--- config.mk ---
export PLATFORM = sky130hd
export DESIGN_NAME = spc_regs
export DESIGN_NICKNAME = d
export VERILOG_FILES = /design/src/include/spc_pkg.sv /design/src/hw/spc_regs.sv
export SDC_FILE = /design/constraint.sdc
export NUM_CORES = 1
export LEC_CHECK = 0
export ABC_AREA = 1
export BUFFER_PORTS_ARGS = -buffer_cell sky130_fd_sc_hd__buf_2
export CORE_AREA = 2 2 104 131
export CTS_CLUSTER_DIAMETER = 50
export CTS_CLUSTER_SIZE = 40
export DETAILED_ROUTE_END_ITERATION = 10
export DIE_AREA = 0 0 106 133
export PLACE_DENSITY = 0.59
export SETUP_SLACK_MARGIN = 0.5
export SYNTH_ARGS = -nofsm -noshare
export SYNTH_HDL_FRONTEND = slang
export SYNTH_SLANG_ARGS = --single-unit
--- constraint.sdc ---
create_clock -name hclk -period 2.3 [get_ports hclk]
set_input_delay 0.46 -clock hclk [delete_from_list [all_inputs] [get_ports hclk]]
set_output_delay 0.46 -clock hclk [all_outputs]
set_load 0.02 [all_outputs]
--- src/include/spc_pkg.sv ---
// Package of register map, field positions and reset values for the loop and termination bank
//
// Contract
// RULE1 - Rising edge of recalibrate bit 2 reruns all loop calibration routines.
// RULE2 - Software clears recalibrate bit before requesting another recalibration.
// RULE3 - Setting enable bit 0 powers loop bias currents, then starts calibration.
// RULE4 - Software checks reference clock and divider before setting enable.
// RULE5 - Status bit 5 reads 1 while pump output is above range.
// RULE6 - Status bit 4 reads 1 while pump output is below range.
// RULE7 - Status bit 3 reads 1 only once pump calibration finished validly.
// RULE8 - Status bit 0 reads 1 while the loop is locked.
// RULE9 - Divider field bits 1:0 set reference division before the detector.
// RULE10 - Software keeps divided reference between 35 MHz and 80 MHz.
// RULE11 - Software picks divider code 00, 01 or 10 by lane rate.
// RULE12 - Rising edge of termination start bit 0 starts group calibration.
// RULE13 - Termination override field applies only to lanes 0, 1, 6, 7.
// RULE14 - Override bit 4 low selects calibrated termination, other bits ignored.
// RULE15 - Override bit 4 high forces code from bits 3:1; 000 included.
// RULE16 - Forced code follows bits 3:1 for every value, up to 111.
// RULE17 - Equalizer power field bits 7:6: 00 normal, 01 low power.
// RULE18 - Writes to read-only and reserved bits are ignored.
package spc_pkg;
  // ==========================================================
  // Register indices; byte address is four times the index
  localparam logic [9:0] SPC_IDX_EQ_BIAS = 10'h268;
  localparam logic [9:0] SPC_IDX_ENABLE = 10'h280;
  localparam logic [9:0] SPC_IDX_STATUS = 10'h281;
  localparam logic [9:0] SPC_IDX_DIVIDER = 10'h289;
  localparam logic [9:0] SPC_IDX_TERM_START = 10'h2a7;
  localparam logic [9:0] SPC_IDX_TERM_OVR = 10'h2a8;
  localparam logic [9:0] SPC_IDX_IRQ_STATUS = 10'h300;
  localparam logic [9:0] SPC_IDX_IRQ_CLEAR = 10'h301;
  localparam logic [9:0] SPC_IDX_IRQ_ENABLE = 10'h302;
  // ==========================================================
  // Field positions
  localparam int SPC_BIT_ENABLE = 0;
  localparam int SPC_BIT_RECAL = 2;
  localparam int SPC_BIT_LOCK = 0;
  localparam int SPC_BIT_CAL_VALID = 3;
  localparam int SPC_BIT_BELOW = 4;
  localparam int SPC_BIT_ABOVE = 5;
  localparam int SPC_BIT_TERM_START = 0;
  localparam int SPC_BIT_FORCE = 4;
  localparam int SPC_FORCE_LSB = 1;
  localparam int SPC_EQ_LSB = 6;
  // Interrupt status layout
  localparam int SPC_IRQ_LOCK_GAINED = 0;
  localparam int SPC_IRQ_LOCK_LOST = 1;
  localparam int SPC_IRQ_CAL_VALID = 2;
  localparam int SPC_IRQ_RANGE = 3;
  localparam int SPC_IRQ_W = 4;
  // ==========================================================
  // Reset values
  localparam logic [7:0] SPC_RST_EQ_BIAS = 8'h44;
  localparam logic [7:0] SPC_RST_ENABLE = 8'h00;
  localparam logic [7:0] SPC_RST_DIVIDER = 8'h00;
  localparam logic [7:0] SPC_RST_TERM_START = 8'h00;
  localparam logic [7:0] SPC_RST_TERM_OVR = 8'h00;
  localparam logic [3:0] SPC_RST_IRQ = 4'h0;
  // Writable masks; other bits are read-only or reserved
  localparam logic [7:0] SPC_WMASK_ENABLE = 8'h07;
  localparam logic [7:0] SPC_WMASK_DIVIDER = 8'h03;
  localparam logic [7:0] SPC_WMASK_TERM_START = 8'h01;
  // ==========================================================
  // AHB-Lite encodings
  localparam logic [1:0] SPC_HTRANS_NONSEQ = 2'h2;
  localparam logic [2:0] SPC_HSIZE_WORD = 3'h2;
endpackage

--- src/hw/spc_regs.sv ---
// Register bank for the lane loop and group A termination control over AHB-Lite
//
// The AHB-Lite slave port is this design's own decision.
`timescale 1ns/1ps
module spc_regs (
  input wire logic hclk,
  input wire logic hresetn,
  input wire logic hsel,
  input wire logic [11:0] haddr,
  input wire logic [1:0] htrans,
  input wire logic hwrite,
  input wire logic [2:0] hsize,
  input wire logic [31:0] hwdata,
  input wire logic hready,
  output logic [31:0] hrdata,
  output logic hreadyout,
  output logic hresp,
  input wire logic pump_above_range_in,
  input wire logic pump_below_range_in,
  input wire logic pump_cal_valid_in,
  input wire logic loop_locked_in,
  input wire logic [2:0] term_cal_code_in,
  output logic loop_power_enable,
  output logic loop_calibrate_start,
  output logic [1:0] reference_divide_select,
  output logic termination_group_a_cal_trigger,
  output logic [2:0] termination_group_a_code,
  output logic termination_group_a_forced,
  output logic [1:0] equalizer_power_select,
  output logic irq
);
  // ==========================================================
  // Register storage
  logic [7:0] eq_bias_reg;
  logic [7:0] enable_reg;
  logic [7:0] divider_reg;
  logic [7:0] term_start_reg;
  logic [7:0] term_ovr_reg;
  logic [3:0] irq_status_reg;
  logic [3:0] irq_enable_reg;
  logic [3:0] irq_status_next;
  logic [3:0] irq_event;
  logic [3:0] irq_clear;
  logic enable_prev_reg;
  logic recal_prev_reg;
  logic term_start_prev_reg;
  logic power_up_reg;
  logic [7:0] status_view;

  // ==========================================================
  // Analog status synchronisers
  // Two flops each; the first is read only by the second
  logic [6:0] sync1_reg;
  logic [6:0] sync2_reg;
  logic [6:0] async_in;
  assign async_in = {term_cal_code_in, loop_locked_in, pump_cal_valid_in,
                     pump_below_range_in, pump_above_range_in};

  always_ff @(posedge hclk or negedge hresetn) begin
    if (!hresetn) begin
      sync1_reg <= 7'h00;
      sync2_reg <= 7'h00;
    end else begin
      sync1_reg <= async_in;
      sync2_reg <= sync1_reg;
    end
  end

  logic above_s;
  logic below_s;
  logic valid_s;
  logic locked_s;
  logic [2:0] cal_code_s;
  assign above_s = sync2_reg[0];
  assign below_s = sync2_reg[1];
  assign valid_s = sync2_reg[2];
  assign locked_s = sync2_reg[3];
  // Code bits may settle apart; only a value seen on two cycles running is used
  logic [2:0] code_d_reg;
  logic [2:0] cal_code_hold_reg;
  always_ff @(posedge hclk or negedge hresetn) begin
    if (!hresetn) begin
      code_d_reg <= 3'h0;
      cal_code_hold_reg <= 3'h0;
    end else begin
      code_d_reg <= sync2_reg[6:4];
      if (sync2_reg[6:4] == code_d_reg) begin
        cal_code_hold_reg <= code_d_reg;
      end
    end
  end
  assign cal_code_s = cal_code_hold_reg;

  // Live status view; reserved bits read zero
  always_comb begin
    status_view = 8'h00;
    status_view[spc_pkg::SPC_BIT_ABOVE] = above_s; // [RULE5]
    status_view[spc_pkg::SPC_BIT_BELOW] = below_s; // [RULE6]
    status_view[spc_pkg::SPC_BIT_CAL_VALID] = valid_s; // [RULE7]
    status_view[spc_pkg::SPC_BIT_LOCK] = locked_s; // [RULE8]
  end

  // ==========================================================
  // AHB-Lite slave: zero wait states, always OKAY
  logic addr_ok;
  logic wr_pend_reg;
  logic [9:0] wr_idx_reg;
  logic [9:0] idx;
  logic wr_go;
  assign idx = haddr[11:2];
  assign addr_ok = hsel && hready && (htrans == spc_pkg::SPC_HTRANS_NONSEQ)
                   && (hsize == spc_pkg::SPC_HSIZE_WORD) && (haddr[1:0] == 2'h0);
  assign hreadyout = 1'b1;
  assign hresp = 1'b0;
  assign wr_go = wr_pend_reg && hready;

  always_ff @(posedge hclk or negedge hresetn) begin
    if (!hresetn) begin
      wr_pend_reg <= 1'b0;
      wr_idx_reg <= 10'h000;
    end else begin
      wr_pend_reg <= addr_ok && hwrite;
      wr_idx_reg <= idx;
    end
  end

  // Read data registered at the address phase, valid in the data phase
  always_ff @(posedge hclk or negedge hresetn) begin
    if (!hresetn) begin
      hrdata <= 32'h0000_0000;
    end else if (addr_ok && !hwrite) begin
      case (idx)
        spc_pkg::SPC_IDX_EQ_BIAS: hrdata <= {24'h000000, eq_bias_reg};
        spc_pkg::SPC_IDX_ENABLE: hrdata <= {24'h000000, enable_reg};
        spc_pkg::SPC_IDX_STATUS: hrdata <= {24'h000000, status_view};
        spc_pkg::SPC_IDX_DIVIDER: hrdata <= {24'h000000, divider_reg};
        spc_pkg::SPC_IDX_TERM_START: hrdata <= {24'h000000, term_start_reg};
        spc_pkg::SPC_IDX_TERM_OVR: hrdata <= {24'h000000, term_ovr_reg};
        spc_pkg::SPC_IDX_IRQ_STATUS: hrdata <= {28'h0000000, irq_status_reg};
        spc_pkg::SPC_IDX_IRQ_ENABLE: hrdata <= {28'h0000000, irq_enable_reg};
        default: hrdata <= 32'h0000_0000;
      endcase
    end
  end

  // ==========================================================
  // Writable registers; masks drop read-only and reserved bits
  always_ff @(posedge hclk or negedge hresetn) begin
    if (!hresetn) begin
      eq_bias_reg <= spc_pkg::SPC_RST_EQ_BIAS;
      enable_reg <= spc_pkg::SPC_RST_ENABLE;
      divider_reg <= spc_pkg::SPC_RST_DIVIDER;
      term_start_reg <= spc_pkg::SPC_RST_TERM_START;
      term_ovr_reg <= spc_pkg::SPC_RST_TERM_OVR;
      irq_enable_reg <= spc_pkg::SPC_RST_IRQ;
    end else if (wr_go) begin
      case (wr_idx_reg)
        spc_pkg::SPC_IDX_EQ_BIAS: eq_bias_reg <= hwdata[7:0]; // [RULE17]
        spc_pkg::SPC_IDX_ENABLE: enable_reg <= hwdata[7:0] & spc_pkg::SPC_WMASK_ENABLE; // [RULE18]
        spc_pkg::SPC_IDX_DIVIDER: divider_reg <= hwdata[7:0] & spc_pkg::SPC_WMASK_DIVIDER; // [RULE18]
        spc_pkg::SPC_IDX_TERM_START: begin
          term_start_reg <= hwdata[7:0] & spc_pkg::SPC_WMASK_TERM_START; // [RULE18]
        end
        spc_pkg::SPC_IDX_TERM_OVR: term_ovr_reg <= hwdata[7:0];
        spc_pkg::SPC_IDX_IRQ_ENABLE: irq_enable_reg <= hwdata[3:0];
        default: begin
        end
      endcase
    end
  end

  // ==========================================================
  // Loop enable and calibration sequencing
  // Bias goes up first; calibration is launched one cycle later
  always_ff @(posedge hclk or negedge hresetn) begin
    if (!hresetn) begin
      enable_prev_reg <= 1'b0;
      recal_prev_reg <= 1'b0;
      term_start_prev_reg <= 1'b0;
      power_up_reg <= 1'b0;
      loop_calibrate_start <= 1'b0;
      termination_group_a_cal_trigger <= 1'b0;
    end else begin
      enable_prev_reg <= enable_reg[spc_pkg::SPC_BIT_ENABLE];
      recal_prev_reg <= enable_reg[spc_pkg::SPC_BIT_RECAL];
      term_start_prev_reg <= term_start_reg[spc_pkg::SPC_BIT_TERM_START];
      power_up_reg <= enable_reg[spc_pkg::SPC_BIT_ENABLE] && !enable_prev_reg; // [RULE3]
      // Holding the bit high does not repeat; a fresh edge is needed
      loop_calibrate_start <= power_up_reg ||
        (enable_reg[spc_pkg::SPC_BIT_RECAL] && !recal_prev_reg); // [RULE1] [RULE2]
      termination_group_a_cal_trigger <= term_start_reg[spc_pkg::SPC_BIT_TERM_START]
        && !term_start_prev_reg; // [RULE12]
    end
  end

  // ==========================================================
  // Steering outputs
  always_ff @(posedge hclk or negedge hresetn) begin
    if (!hresetn) begin
      loop_power_enable <= 1'b0;
      reference_divide_select <= 2'h0;
      equalizer_power_select <= spc_pkg::SPC_RST_EQ_BIAS[7:6];
      termination_group_a_code <= 3'h0;
      termination_group_a_forced <= 1'b0;
    end else begin
      loop_power_enable <= enable_reg[spc_pkg::SPC_BIT_ENABLE]; // [RULE3]
      reference_divide_select <= divider_reg[1:0]; // [RULE9]
      equalizer_power_select <= eq_bias_reg[spc_pkg::SPC_EQ_LSB +: 2]; // [RULE17]
      // Only lanes 0, 1, 6, 7 see this code [RULE13]
      termination_group_a_forced <= term_ovr_reg[spc_pkg::SPC_BIT_FORCE];
      if (term_ovr_reg[spc_pkg::SPC_BIT_FORCE]) begin
        termination_group_a_code <= term_ovr_reg[spc_pkg::SPC_FORCE_LSB +: 3]; // [RULE15] [RULE16]
      end else begin
        termination_group_a_code <= cal_code_s; // [RULE14]
      end
    end
  end

  // ==========================================================
  // Interrupts: sticky status, write-one clear, set beats clear
  logic locked_d_reg;
  logic valid_d_reg;
  always_ff @(posedge hclk or negedge hresetn) begin
    if (!hresetn) begin
      locked_d_reg <= 1'b0;
      valid_d_reg <= 1'b0;
    end else begin
      locked_d_reg <= locked_s;
      valid_d_reg <= valid_s;
    end
  end

  always_comb begin
    irq_event = 4'h0;
    irq_event[spc_pkg::SPC_IRQ_LOCK_GAINED] = locked_s && !locked_d_reg;
    irq_event[spc_pkg::SPC_IRQ_LOCK_LOST] = !locked_s && locked_d_reg;
    irq_event[spc_pkg::SPC_IRQ_CAL_VALID] = valid_s && !valid_d_reg;
    irq_event[spc_pkg::SPC_IRQ_RANGE] = above_s || below_s;
    irq_clear = (wr_go && wr_idx_reg == spc_pkg::SPC_IDX_IRQ_CLEAR) ? hwdata[3:0] : 4'h0;
    irq_status_next = (irq_status_reg & ~irq_clear) | irq_event;
  end

  always_ff @(posedge hclk or negedge hresetn) begin
    if (!hresetn) begin
      irq_status_reg <= spc_pkg::SPC_RST_IRQ;
    end else begin
      irq_status_reg <= irq_status_next;
    end
  end

  assign irq = |(irq_status_reg & irq_enable_reg);
endmodule // spc_regs

==> implementation parameters, run 1 <==
Parameter                              Value

Status
  Run status ... complete, no violations

Route
  Routed met1 length ... roughly 3200 µm
  DRC ... 0
  Post-route ant nets ... 0
  Top layer reached by signal wires ... met4
  Detailed-route via count ... around 2700
  Detailed Route Iter0 Violations ... roughly 150
  Detailed Route WL ... roughly 7700 µm
  Metal3 WL ... 425 µm
  Wire per inst ... between 10 and 15 µm
  Amount of wire on met2 after detailed routing ... around 4000 µm
  Number of detailed-routing iterations run before antenna repair ... 4
  Avg Vias per Cell ... approximately 4.2

Timing
  Final count of negative-setup-slack endpoints ... 0
  Final number of hold-violating endpoints ... 0
  Hold slack final ... 0.0536 ns
  Number of max-slew violations in the final report ... 0
  Final critical delay including setup and external delays ... about 1.6 ns
  Sum Neg Setup Slack ... 0 ns
  Timing-limited maximum frequency ... ~0.62 GHz
  Fraction of the cycle the final worst path needs ... 70.4%
  Clock tree skew after final layout ... 0.0101 ns
  Setup repair after global routing missed its margin ... false

Finish
  Number of cells in the finished layout apart from fillers ... between 600 and 700
  Post-route standard cell area excluding fillers ... 4460 µm²
  Fraction of final layout cells sized beyond drive strength 1 ... between 20% and 30%
  Diodes inserted ... 0
  Flip-flop count of the largest register, all copies and words added ... 10
  # fillers ... around 1400
  NumNets Final ... approximately 530
  Synthesis-to-finish area growth ... 18.2%

Placement
  Placed wire-length estimate after detailed placement ... a little under 6000 µm
  Count of placed standard cells including taps ... 627
  Area post-placement ... around 4200 µm²
  Port bufs ... 56
  Weighted congestion at the end of routability-driven global placement ... 0.878

Pwr
  Net switching power ... ~860 µW
  Switching Share ... roughly a quarter
  PD cells ... a little over 700 nW/µm²
  Static power due to leakage ... 2.27 nW
  Part of the power in the clock network ... a little over two fifths
  VDD IR-drop max ... between 0.3 and 0.4 mV
  Cell internal pwr ... 2.39 mW
  Relative contribution of sequential cells to total power ... 48.5%
  Gate power share ... between 7 and 8%

Die
  Full die area ... 14100 µm²
  Boundary Pins ... 107
  Core Rows ... 47
  Initial standard-cell utilization of the core ... 29.0%
  DIE WIDTH ... 106 µm
  Die boundary height ... roughly 130 µm
  Floorplan core area ... approximately 13000 µm²

GRT
  Largest net degree at the start of global routing ... 40
  Remaining global-route overflow ... 0
  Number of antenna violations at the first check in global routing ... 0
  Wire length of the first global-routing pass ... between 10000 and 15000 µm
  Tot GR Track Use ... about 12%
  Via count of the first global-routing pass ... between 2000 and 3000

Yosys
  Mapped Cells ... 403
  Count of distinct cell types in the synthesized netlist ... 36
  Number of flops mapped to enable cells by yosys ... 0
  Most used DFF post-synth ... sky130_fd_sc_hd__dfrtp_1
  Sequential area share after synthesis ... a little under three fifths
  Synthesized area per cell ... slightly above 9 µm²
  Netlist area before placement ... about 3800 µm²
  Share of synthesized flip-flops with an asynchronous set or reset ... between 90% and 100%
  Synth Register Bits ... 85
  Synthesis Warnings ... 0

Min path
  Worst hold-check path type ... in2async

Critical path
  Largest stage delay, worst path ... 0.40 ns
  Worst setup SP type ... register
  Critical path cell sequence ... nand2_1 -> nand4_1 -> buf_2
  Number of buffers and inverters on the critical path ... 1
  Critical path peak fanout ... 3
  Type of the setup path with the least slack ... reg2out
  Data arrival, critical path ... approximately 1.2 ns
  Cell family with the largest share of critical-path delay ... flip-flops
  Kind of end point of the critical path ... output port
  Slowest-stage cell, CP ... sky130_fd_sc_hd__dfrtp_1
  Number of cells traversed by the worst register-to-register path ... 5
  Setup slack of the most critical reg-to-reg path ... roughly 0.77 ns
  Crit Reg-Reg Endpoint ... eq_bias_reg[3]$_DFFE_PN0P_
  Data required time at the worst endpoint ... approximately 1.8 ns
  Startpoint of the lowest-slack register-to-register path ... wr_idx_reg[1]$_DFF_PN0_

Clock tree
  Number of buffers added for setup after CTS ... 0
  Deepest level of the CTS H-tree ... 3
  CTS tree ... built
  Clock slew seen by the registers of the worst setup and hold paths ... about 0.070 ns
  Clock Sinks ... 85
  Root buffer selected by CTS ... sky130_fd_sc_hd__clkbuf_16
  Clock buffer depth ... 2
  Count of instances resized after the clock tree is built ... 0
  Total clock buffers created by CTS ... 9
  Latest clock arrival within the worst-skew pair ... approximately 0.34 ns
  Post-CTS Hold Buffers ... 0

Job
  Max-capacitance violation count ... 0
==> worst max path at each step <==
stage,start,to,slack (ns),depth (start not counted)
after floorplan,hready,eq_bias_reg[5]$_DFFE_PN0P_,0.99,7
after global placement,haddr[6],hrdata[3]$_DFFE_PN0P_,0.62,10
after detailed placement,hready,eq_bias_reg[3]$_DFFE_PN0P_,0.59,7
after CTS,irq_enable_reg[0]$_DFFE_PN0P_,irq,0.64,3
after global routing,irq_status_reg[0]$_DFF_PN0_,irq,0.59,3
final,irq_enable_reg[0]$_DFFE_PN0P_,irq,0.68,3
==> per-stage QoR <==
| step | setup WS, ns | power, mW | util (%) |
|---|---|---|---|
| after floorplan | 0.992 | 1.77 | - |
| after global placement | 0.617 | 1.85 | 32.0 |
| after detailed placement | 0.591 | 1.86 | 32.0 |
| after CTS | 0.645 | 3.29 | 34.3 |
| after global routing | 0.591 | 3.39 | 34.3 |
| final | 0.681 | 3.24 | 34.3 |
==> cell families after synthesis <==
logic type / after synthesis / share of synthesized area, %
other cells: 2 / 0.199
xor+xnor: 2 / 0.465
simple gates: 193 / 24.4
flops: 85 / 56.5
compound gates: 44 / 7.80
buf+inv: 77 / 10.7
==> synth_stat cells (all sizes together), types with 2 or more instances <==
master,instances,share of area [%]
a21oi,2,0.27
and2,2,0.43
buf,28,5.8
conb,2,0.20
dfrtp,82,54
dfstp,3,2.1
inv,48,4.8
nand2,109,11
nand3,20,2.8
nand4,10,2.4
nor2,41,5.0
nor3,9,1.9
o211ai,2,0.40
o21ai,37,6.5
xor2,2,0.46
==> worst register-to-register path, cell delays in order, from the launching register on <==
cell                      delay (ns)
sky130_fd_sc_hd__dfrtp_1        0.43
sky130_fd_sc_hd__nor3_2         0.23
sky130_fd_sc_hd__and2_4         0.20
sky130_fd_sc_hd__nand4_4        0.29
sky130_fd_sc_hd__nand2_1        0.19
sky130_fd_sc_hd__o21ai_2        0.07
==> metal layers <==
layer / track usage [%] / up-vias
met3: 2.51 / 7
li1: - / 1351
met4: 4.24 / 0
met5: 0 / -
met2: 20.9 / 74
met1: 15.1 / 1263
==> cells in the final DEF, fill, tap and decap left out, types with 2 or more instances in the layout <==
| cell | Yosys | routed |
|---|---|---|
| sky130_fd_sc_hd__nor2_2 | 2 | 2 |
| sky130_fd_sc_hd__nand2_1 | 102 | 102 |
| sky130_fd_sc_hd__inv_8 | 0 | 3 |
| sky130_fd_sc_hd__nor2_4 | 2 | 2 |
| sky130_fd_sc_hd__o21ai_2 | 16 | 16 |
| sky130_fd_sc_hd__inv_1 | 41 | 41 |
| sky130_fd_sc_hd__clkbuf_16 | 0 | 9 |
| sky130_fd_sc_hd__xor2_1 | 2 | 2 |
| sky130_fd_sc_hd__nand2_2 | 6 | 6 |
| sky130_fd_sc_hd__nor2_1 | 36 | 36 |
| sky130_fd_sc_hd__o211ai_1 | 2 | 2 |
| sky130_fd_sc_hd__dfrtp_1 | 82 | 82 |
| sky130_fd_sc_hd__buf_2 | 0 | 55 |
| sky130_fd_sc_hd__o21ai_1 | 5 | 5 |
| sky130_fd_sc_hd__conb_1 | 2 | 26 |
| sky130_fd_sc_hd__o21ai_0 | 16 | 16 |
| sky130_fd_sc_hd__nand4_1 | 7 | 7 |
| sky130_fd_sc_hd__a21oi_1 | 2 | 2 |
| sky130_fd_sc_hd__inv_2 | 7 | 7 |
| sky130_fd_sc_hd__inv_6 | 0 | 3 |
| sky130_fd_sc_hd__nand4_2 | 2 | 2 |
| sky130_fd_sc_hd__nand3_1 | 19 | 19 |
| sky130_fd_sc_hd__dfstp_2 | 3 | 3 |
| sky130_fd_sc_hd__nor3_2 | 3 | 3 |
| sky130_fd_sc_hd__nor3_1 | 5 | 5 |
| sky130_fd_sc_hd__buf_4 | 26 | 2 |
==> layout make-up <==
class                      instances  area (µm²)  area share, %
timing repair buffer              58         310           6.96
clock buffer                       9         225           5.05
sequential                        85        2130           47.8
tap                              171         214           4.80
clock inverter                     7        68.8           1.54
multi-input combinational        265        1330           29.8
inverter                          48         180           4.04
==> power groups by stage <==
stage	Combinational [mW]	Clock [mW]	Sequential, mW
finish	0.248	1.42	1.57
global route	0.282	1.53	1.58
CTS	0.254	1.46	1.58
detailed placement	0.254	0	1.60
global placement	0.249	0	1.60
floorplan	0.153	0	1.62
Power figures use the tool's default switching activity.
==> run 2: changes to the inputs <==
==> constraint.sdc (replaced) <==
create_clock -name hclk -period 1.5 [get_ports hclk]
set_input_delay 0.3 -clock hclk [delete_from_list [all_inputs] [get_ports hclk]]
set_output_delay 0.3 -clock hclk [all_outputs]
set_load 0.02 [all_outputs]
==> run 2 against run 1 <==
The run now ends with hold timing left. Register-to-register slack lost 0.65 ns. Cell area is 20% higher. Total power grew 54%. Sequential power is 54% higher. First-iteration DRC count is 8.3% lower. Non-clock buffer count rose by 31.
==> implementation parameters, run 2 (synthesis gave the netlist of run 1 again) <==
Parameter                              Value

GRT
  Largest net degree at the start of global routing ... 33 (was 40)
  Via count of the first global-routing pass ... 3014 (was 2807)
  Number of antenna violations at the first check in global routing ... 0 (unchanged)
  Remaining global-route overflow ... 0 (unchanged)
  Tot GR Track Use ... 13.1% (was 12.2%)
  Wire length of the first global-routing pass ... 14400 µm (was 13600 µm)

Timing
  Smallest setup slack after layout ... 0.0285 ns (was 0.681 ns)
  Number of max-slew violations in the final report ... 0 (unchanged)
  Fraction of the cycle the final worst path needs ... between 90% and 100%
  Clock tree skew after final layout ... 0.00758 ns (was 0.0101 ns)
  Final number of hold-violating endpoints ... 26 (was 0)
  Final count of negative-setup-slack endpoints ... 0 (unchanged)
  Setup repair after global routing missed its margin ... true (was false)
  Sum Neg Setup Slack ... 0 ns (unchanged)
  Hold slack final ... -0.0962 ns (was 0.0536 ns)
  Timing-limited maximum frequency ... 0.680 GHz
  Final critical delay including setup and external delays ... between 1 and 1.5 ns

Die
  Core Rows ... 47 (unchanged)
  Boundary Pins ... 107 (unchanged)
  Full die area ... 14100 µm² (unchanged)
  Initial standard-cell utilization of the core ... 29.0% (unchanged)
  Floorplan core area ... 13000 µm² (unchanged)
  Die boundary height ... 133 µm (unchanged)
  DIE WIDTH ... 106 µm (unchanged)

Critical path
  Cell family with the largest share of critical-path delay ... flip-flops (unchanged)
  Critical path cell sequence ... nand2_1 -> nand4_1 -> buf_6 (was nand2_1 -> nand4_1 -> buf_2)
  Largest stage delay, worst path ... 0.41 ns (was 0.40 ns)
  Kind of end point of the critical path ... output port (unchanged)
  Data arrival, critical path ... 1.17 ns (was 1.16 ns)
  Data required time at the worst endpoint ... 1.20 ns (was 1.84 ns)
  Number of buffers and inverters on the critical path ... 1 (unchanged)
  Slowest-stage cell, CP ... sky130_fd_sc_hd__dfrtp_1 (unchanged)
  Type of the setup path with the least slack ... reg2out (unchanged)
  Worst setup SP type ... register (unchanged)
  Critical path peak fanout ... 3 (unchanged)

Route
  Post-route ant nets ... 0 (unchanged)
  Wire per inst ... 13.4 µm (was 12.0 µm)
  DRC ... 0 (unchanged)
  Number of detailed-routing iterations run before antenna repair ... 4 (unchanged)
  Avg Vias per Cell ... 4.34 (was 4.19)
  Detailed Route WL ... 9050 µm (was 7710 µm)
  Detailed-route via count ... 2930 (was 2695)
  Detailed Route Iter0 Violations ... 133 (was 145)

Job
  Max-capacitance violation count ... 0 (unchanged)

Clock tree
  Root buffer selected by CTS ... sky130_fd_sc_hd__clkbuf_16 (unchanged)
  CTS tree ... built (unchanged)
  Clock buffer depth ... 2 (unchanged)
  Clock slew seen by the registers of the worst setup and hold paths ... 0.07 ns (about the same)
  Deepest level of the CTS H-tree ... 3 (unchanged)
  Latest clock arrival within the worst-skew pair ... 0.34 ns (about the same)
  Total clock buffers created by CTS ... 9 (unchanged)
  Clock Sinks ... 85 (unchanged)

Min path
  Worst hold-check path type ... in2async (unchanged)

Finish
  Synthesis-to-finish area growth ... 41.7% (was 18.2%)
  Area of combinational cells with multiple inputs ... 1730 µm² (was 1330 µm²)
  Flip-flop count of the largest register, all copies and words added ... 10 (unchanged)
  NumNets Final ... 561 (was 528)
  Sequential cell area ... 2130 µm² (about the same)
  Number of cells in the finished layout apart from fillers ... 675 (was 643)
  Leading cell type in the layout, fill and taps excluded ... sky130_fd_sc_hd__dfrtp_1 (was sky130_fd_sc_hd__nand2_1)
  # fillers ... 1278 (was 1353)
  Diodes inserted ... 0 (unchanged)
  Post-route standard cell area excluding fillers ... 5340 µm² (was 4460 µm²)
  Post-route core utilization ... 41.1% (was 34.3%)
  Commonest non-fill, non-tap cells in the layout ... sky130_fd_sc_hd__dfrtp_1 (81), sky130_fd_sc_hd__nand2_1 (69), sky130_fd_sc_hd__inv_1 (37) (was sky130_fd_sc_hd__nand2_1 (102), sky130_fd_sc_hd__dfrtp_1 (82), sky130_fd_sc_hd__buf_2 (55))
  Fraction of final layout cells sized beyond drive strength 1 ... 42.5% (was 25.8%)

Placement
  Count of placed standard cells including taps ... 634 (was 627)
  Placed wire-length estimate after detailed placement ... 6170 µm (was 5910 µm)
  Pre-CTS worst setup slack ... 0.0369 ns (was 0.591 ns)
  Weighted congestion at the end of routability-driven global placement ... 0.863 (was 0.878)
  Port bufs ... 56 (unchanged)
  Area post-placement ... 4300 µm² (was 4160 µm²)

Pwr
  Static power due to leakage ... 2.58 nW (was 2.27 nW)
  VDD IR-drop max ... 0.474 mV (was 0.343 mV)
  PD cells ... 935 nW/µm² (was 728 nW/µm²)
  PnR Total Power ... 4.99 mW (was 3.24 mW)

Status
  Failing checks ... hold timing
  Run status ... finished, violations left (was complete, no violations)
==> run 2: cell types whose count changed in the layout (fill, tap and decap cells not counted), moves of 5 or more <==
cell	delta
sky130_fd_sc_hd__buf_6	+33
sky130_fd_sc_hd__nand2_2	+13
sky130_fd_sc_hd__o21ai_1	+9
sky130_fd_sc_hd__buf_4	+22
sky130_fd_sc_hd__nand3_1	-7
sky130_fd_sc_hd__nor2_1	-7
sky130_fd_sc_hd__o21ai_2	+5
sky130_fd_sc_hd__nand2_4	+20
sky130_fd_sc_hd__buf_2	-29
sky130_fd_sc_hd__nor2_4	+6
sky130_fd_sc_hd__nand2_1	-33
sky130_fd_sc_hd__o21ai_0	-14
==> run 2: final cells by class <==
class	instances	area share (%)
flip-flops and latches	85	39.9
multi-input cells	267	32.3
repair buffers	89	14.8
clock buffers	9	4.22
well taps	171	4.00
inverters	48	3.89
clock inverters	6	0.867
==> run 2: metal layers <==
metal | share of wire, % | GRT usage (%) | vias up
met1 | 41 | 15.6 | 1408
met4 | 1.7 | 4.97 | 0
met3 | 4.7 | 3.55 | 14
met2 | 53 | 22.4 | 77
li1 | - | - | 1431
met5 | 0 | 0 | -
==> run 2: repair_timing <==
action / 4_1_cts / 5_1_grt
hold endpoints to repair: 26 / 26
cloned: 1 / 1
buffers inserted: 14 / 10
setup endpoints to repair: 61 / 61
pin swaps: 25 / 52
resized for setup: 74 / 93
==> run 2: path summary, 6_finish.rpt <==
path	slack, ns	startpoint	end	cells after the start
min in group hclk	0.06	pump_above_range_in	sync1_reg[0]$_DFF_PN0_	1
min	-0.1	hresetn	eq_bias_reg[7]$_DFFE_PN0P_	1
max in group asynchronous	0.98	hresetn	term_ovr_reg[4]$_DFFE_PN0P_	2
min reg2reg	0.35	sync1_reg[5]$_DFF_PN0_	sync2_reg[5]$_DFF_PN0_	0
max	0.03	irq_enable_reg[2]$_DFFE_PN0P_	irq	3
max reg2reg	0.12	wr_idx_reg[4]$_DFF_PN0_	term_ovr_reg[4]$_DFFE_PN0P_	6
==> run 2: worst reg2reg max path: cells and delay by family, from the launching register on <==
| family | cells | cell delay [ns] |
|---|---|---|
| buffers and inverters | 1 | 0.13 |
| AND/OR/NAND/NOR | 4 | 0.71 |
| flip-flops | 1 | 0.40 |
| AO/OA/AOI/OAI | 1 | 0.05 |
==> run 2: power breakdown <==
group	switching [mW]	leakage, nW	internal, mW	total [mW]
Clock	0.931	0.129	1.13	2.06
Sequential	0.0424	1.06	2.38	2.42
Combinational	0.329	1.39	0.187	0.517
==> run 3: changes to the inputs <==
--- a/config.mk
+++ b/config.mk
@@ -8,6 +8,7 @@
 export ABC_AREA = 1
 export BUFFER_PORTS_ARGS = -buffer_cell sky130_fd_sc_hd__buf_2
 export CORE_AREA = 2 2 104 131
+export CTS_BUF_LIST = sky130_fd_sc_hd__clkbuf_8
 export CTS_CLUSTER_DIAMETER = 50
 export CTS_CLUSTER_SIZE = 40
 export DETAILED_ROUTE_END_ITERATION = 10
==> constraint.sdc (replaced) <==
create_clock -name hclk -period 1.5 [get_ports hclk]
set_input_delay 0.075 -clock hclk [delete_from_list [all_inputs] [get_ports hclk]]
set_output_delay 0.075 -clock hclk [all_outputs]
set_load 0.02 [all_outputs]
==> run 3 against run 2 <==
The flow now finishes without violations. Non-clock buffer count up 22. Die area unchanged. Routed wire length up 0.52%. Core utilization down 1.3 points. Via count up 3.8%. Clock skew up 0.0020 ns. Critical endpoint is now enable_reg[2]$_DFFE_PN0P_. Highest routed layer unchanged.
==> implementation parameters, run 3 (synthesis gave the netlist of run 1 again) <==
Parameter                              Value

Die
  Core Rows ... 47 (unchanged)
  DIE WIDTH ... 106 µm (unchanged)
  Boundary Pins ... 107 (unchanged)
  Die boundary height ... 133 µm (unchanged)
  Initial standard-cell utilization of the core ... 29.0% (unchanged)
  Floorplan core area ... 13000 µm² (unchanged)
  Full die area ... 14100 µm² (unchanged)

Pwr
  Static power due to leakage ... 2.54 nW (was 2.58 nW)
  Part of the power in the clock network ... 38.8% (was 41.2%)
  PnR Total Power ... 4.77 mW (was 4.99 mW)
  Relative contribution of sequential cells to total power ... 50.8% (was 48.5%)
  Switching Share ... 25.2% (was 26.1%)
  VDD IR-drop max ... 0.450 mV (was 0.474 mV)
  Cell internal pwr ... 3.56 mW (was 3.69 mW)
  PD cells ... 921 nW/µm² (was 935 nW/µm²)
  Gate power share ... 10.4% (was 10.3%)
  Net switching power ... 1.20 mW (was 1.30 mW)

Timing
  Setup repair after global routing missed its margin ... true (unchanged)
  Number of max-slew violations in the final report ... 0 (unchanged)
  Final number of hold-violating endpoints ... 0 (was 26)
  Sum Neg Setup Slack ... 0 ns (unchanged)
  Smallest setup slack after layout ... 0.0762 ns (was 0.0285 ns)
  Timing-limited maximum frequency ... 0.702 GHz (was 0.680 GHz)
  Final critical delay including setup and external delays ... 1.42 ns (was 1.47 ns)
  Clock tree skew after final layout ... 0.00956 ns (was 0.00758 ns)
  Hold slack final ... 0.0654 ns (was -0.0962 ns)
  Fraction of the cycle the final worst path needs ... 94.9% (was 98.1%)
  Final count of negative-setup-slack endpoints ... 0 (unchanged)

Critical path
  Type of the setup path with the least slack ... reg2reg (was reg2out)
  Data arrival, critical path ... 1.66 ns (was 1.17 ns)
  Data required time at the worst endpoint ... 1.74 ns (was 1.20 ns)
  Kind of end point of the critical path ... register (was output port)
  Critical path peak fanout ... 6 (was 3)
  Crit Reg-Reg Endpoint ... enable_reg[2]$_DFFE_PN0P_ (was term_ovr_reg[4]$_DFFE_PN0P_)
  Number of cells traversed by the worst register-to-register path ... 7 (was 6)
  Largest stage delay, worst path ... 0.41 ns (about the same)
  Startpoint of the worst setup timing path ... wr_idx_reg[5]$_DFF_PN0_ (was irq_enable_reg[2]$_DFFE_PN0P_)
  Startpoint of the lowest-slack register-to-register path ... wr_idx_reg[5]$_DFF_PN0_ (was wr_idx_reg[4]$_DFF_PN0_)
  Critical path cell sequence ... nor2_2 -> nand3_2 -> nor3_2 -> nand4_1 -> buf_6 -> nand2_1 -> o21ai_1 (was nand2_1 -> nand4_1 -> buf_6)
  Slowest-stage cell, CP ... sky130_fd_sc_hd__dfrtp_1 (unchanged)
  Setup slack of the most critical reg-to-reg path ... 0.08 ns (was 0.12 ns)
  Worst setup SP type ... register (unchanged)

Route
  Detailed Route Iter0 Violations ... 180 (was 133)
  Wire per inst ... 13.1 µm (was 13.4 µm)
  Avg Vias per Cell ... 4.36 (was 4.34)
  DRC ... 0 (unchanged)
  Detailed-route via count ... 3041 (was 2930)
  Detailed Route WL ... 9100 µm (was 9050 µm)
  Post-route ant nets ... 0 (unchanged)
  Number of detailed-routing iterations run before antenna repair ... 4 (unchanged)

GRT
  Busiest layer in global routing ... met2 (unchanged)
  Wire length of the first global-routing pass ... 14500 µm (was 14400 µm)
  Via count of the first global-routing pass ... 3084 (was 3014)
  GR Layer Usage met1 ... 15.6% (about the same)
  Tot GR Track Use ... 13.2% (was 13.1%)
  Remaining global-route overflow ... 0 (unchanged)
  Largest net degree at the start of global routing ... 86 (was 33)
  Global-route track usage on met2 ... 22.7% (was 22.4%)
  Number of antenna violations at the first check in global routing ... 0 (unchanged)
  Met3 demand-to-capacity share in global routing ... 3.45% (was 3.55%)

Finish
  Post-route core utilization ... 39.8% (was 41.1%)
  Number of cells in the finished layout apart from fillers ... 697 (was 675)
  Diodes inserted ... 0 (unchanged)
  NumNets Final ... 582 (was 561)
  Synthesis-to-finish area growth ... 37.2% (was 41.7%)
  Post-route standard cell area excluding fillers ... 5170 µm² (was 5340 µm²)
  Commonest non-fill, non-tap cells in the layout ... sky130_fd_sc_hd__nand2_1 (97), sky130_fd_sc_hd__dfrtp_1 (81), sky130_fd_sc_hd__buf_2 (41) (was sky130_fd_sc_hd__dfrtp_1 (81), sky130_fd_sc_hd__nand2_1 (69), sky130_fd_sc_hd__inv_1 (37))
  Flip-flop count of the largest register, all copies and words added ... 10 (unchanged)
  Fraction of final layout cells sized beyond drive strength 1 ... 31.9% (was 42.5%)
  # fillers ... 1286 (was 1278)
  Leading cell type in the layout, fill and taps excluded ... sky130_fd_sc_hd__nand2_1 (was sky130_fd_sc_hd__dfrtp_1)

Min path
  Sink of the worst hold path ... term_ovr_reg[3]$_DFFE_PN0P_
  Hold Path Origin ... hwdata[3]
  Hold Crit Depth ... 3
  Worst hold-check path type ... in2reg (was in2async)

Clock tree
  Clock Sinks ... 85 (unchanged)
  Latest clock arrival within the worst-skew pair ... 0.37 ns (was 0.34 ns)
  Root buffer selected by CTS ... sky130_fd_sc_hd__clkbuf_8 (was sky130_fd_sc_hd__clkbuf_16)
  Total clock buffers created by CTS ... 9 (unchanged)
  Clock slew seen by the registers of the worst setup and hold paths ... 0.09 ns (was 0.07 ns)
  Deepest level of the CTS H-tree ... 3 (unchanged)
  CTS tree ... built (unchanged)
  Clock buffer depth ... 2 (unchanged)

Placement
  Weighted congestion at the end of routability-driven global placement ... 0.842 (was 0.863)
  Port bufs ... 56 (unchanged)
  Pre-CTS worst setup slack ... 0.0658 ns (was 0.0369 ns)
  Count of placed standard cells including taps ... 627 (was 634)
  Area post-placement ... 4190 µm² (was 4300 µm²)
  Placed wire-length estimate after detailed placement ... 5900 µm (was 6170 µm)

Status
  Run status ... complete, no violations (was finished, violations left)

Job
  Max-capacitance violation count ... 0 (unchanged)
-- run 3: cell count changes in the layout (fill, tap and decap cells not counted), moves of 10 or more --
cell	delta
sky130_fd_sc_hd__nand2_2	-10
sky130_fd_sc_hd__clkbuf_8	+10
sky130_fd_sc_hd__dlygate4sd3_1	+31
sky130_fd_sc_hd__buf_2	+15
sky130_fd_sc_hd__nand2_4	-19
sky130_fd_sc_hd__nand2_1	+28
sky130_fd_sc_hd__buf_6	-15
-- run 3: power groups by stage --
stage | logic [mW] | clock network [mW] | registers [mW]
after detailed placement | 0.388 | 0 | 2.46
after CTS | 0.468 | 1.90 | 2.41
final | 0.498 | 1.85 | 2.42
after floorplan | 0.237 | 0 | 2.48
after global routing | 0.550 | 2.00 | 2.43
after global placement | 0.380 | 0 | 2.46
-- run 3: cell type report --
type,count,area (µm²),share of cell area [%]
flip-flops and latches,85,2130,41.2
multi-input cells,266,1470,28.5
repair buffers,111,943,18.2
well taps,171,214,4.14
inverters,48,180,3.48
clock buffers,10,138,2.66
clock inverters,6,92.6,1.79
-- run 3: worst max-delay path: cells and delay by family (launching register included) --
kind | cells | cell delay, ns
compound gates | 1 | 0.06
buf+inv | 1 | 0.16
flops | 1 | 0.41
simple gates | 5 | 0.67
-- run 3: repair_timing --
action	4_1_cts	5_1_grt
buffers inserted	13	8
gates cloned	1	1
endpoints found under the hold margin	108	0
gates resized for setup	23	39
pin swaps	8	14
setup endpoints to repair	39	53
hold buffers	31	0
-- run 3: worst max path at each step --
stage                                             to  cells past startpoint
after global routing       enable_reg[2]$_DFFE_PN0P_                      7
after global placement     enable_reg[2]$_DFFE_PN0P_                      6
after detailed placement   enable_reg[1]$_DFFE_PN0P_                      6
after CTS                  enable_reg[0]$_DFFE_PN0P_                      7
after floorplan           eq_bias_reg[5]$_DFFE_PN0P_                      7
final                      enable_reg[2]$_DFFE_PN0P_                      7
-- run 3: metal layers --
layer  share of wire [%]  up-vias
li1                    -     1468
met1                  41     1464
met2                  51       86
met3                 4.6       23
met4                 2.7        0
met5                   0        -
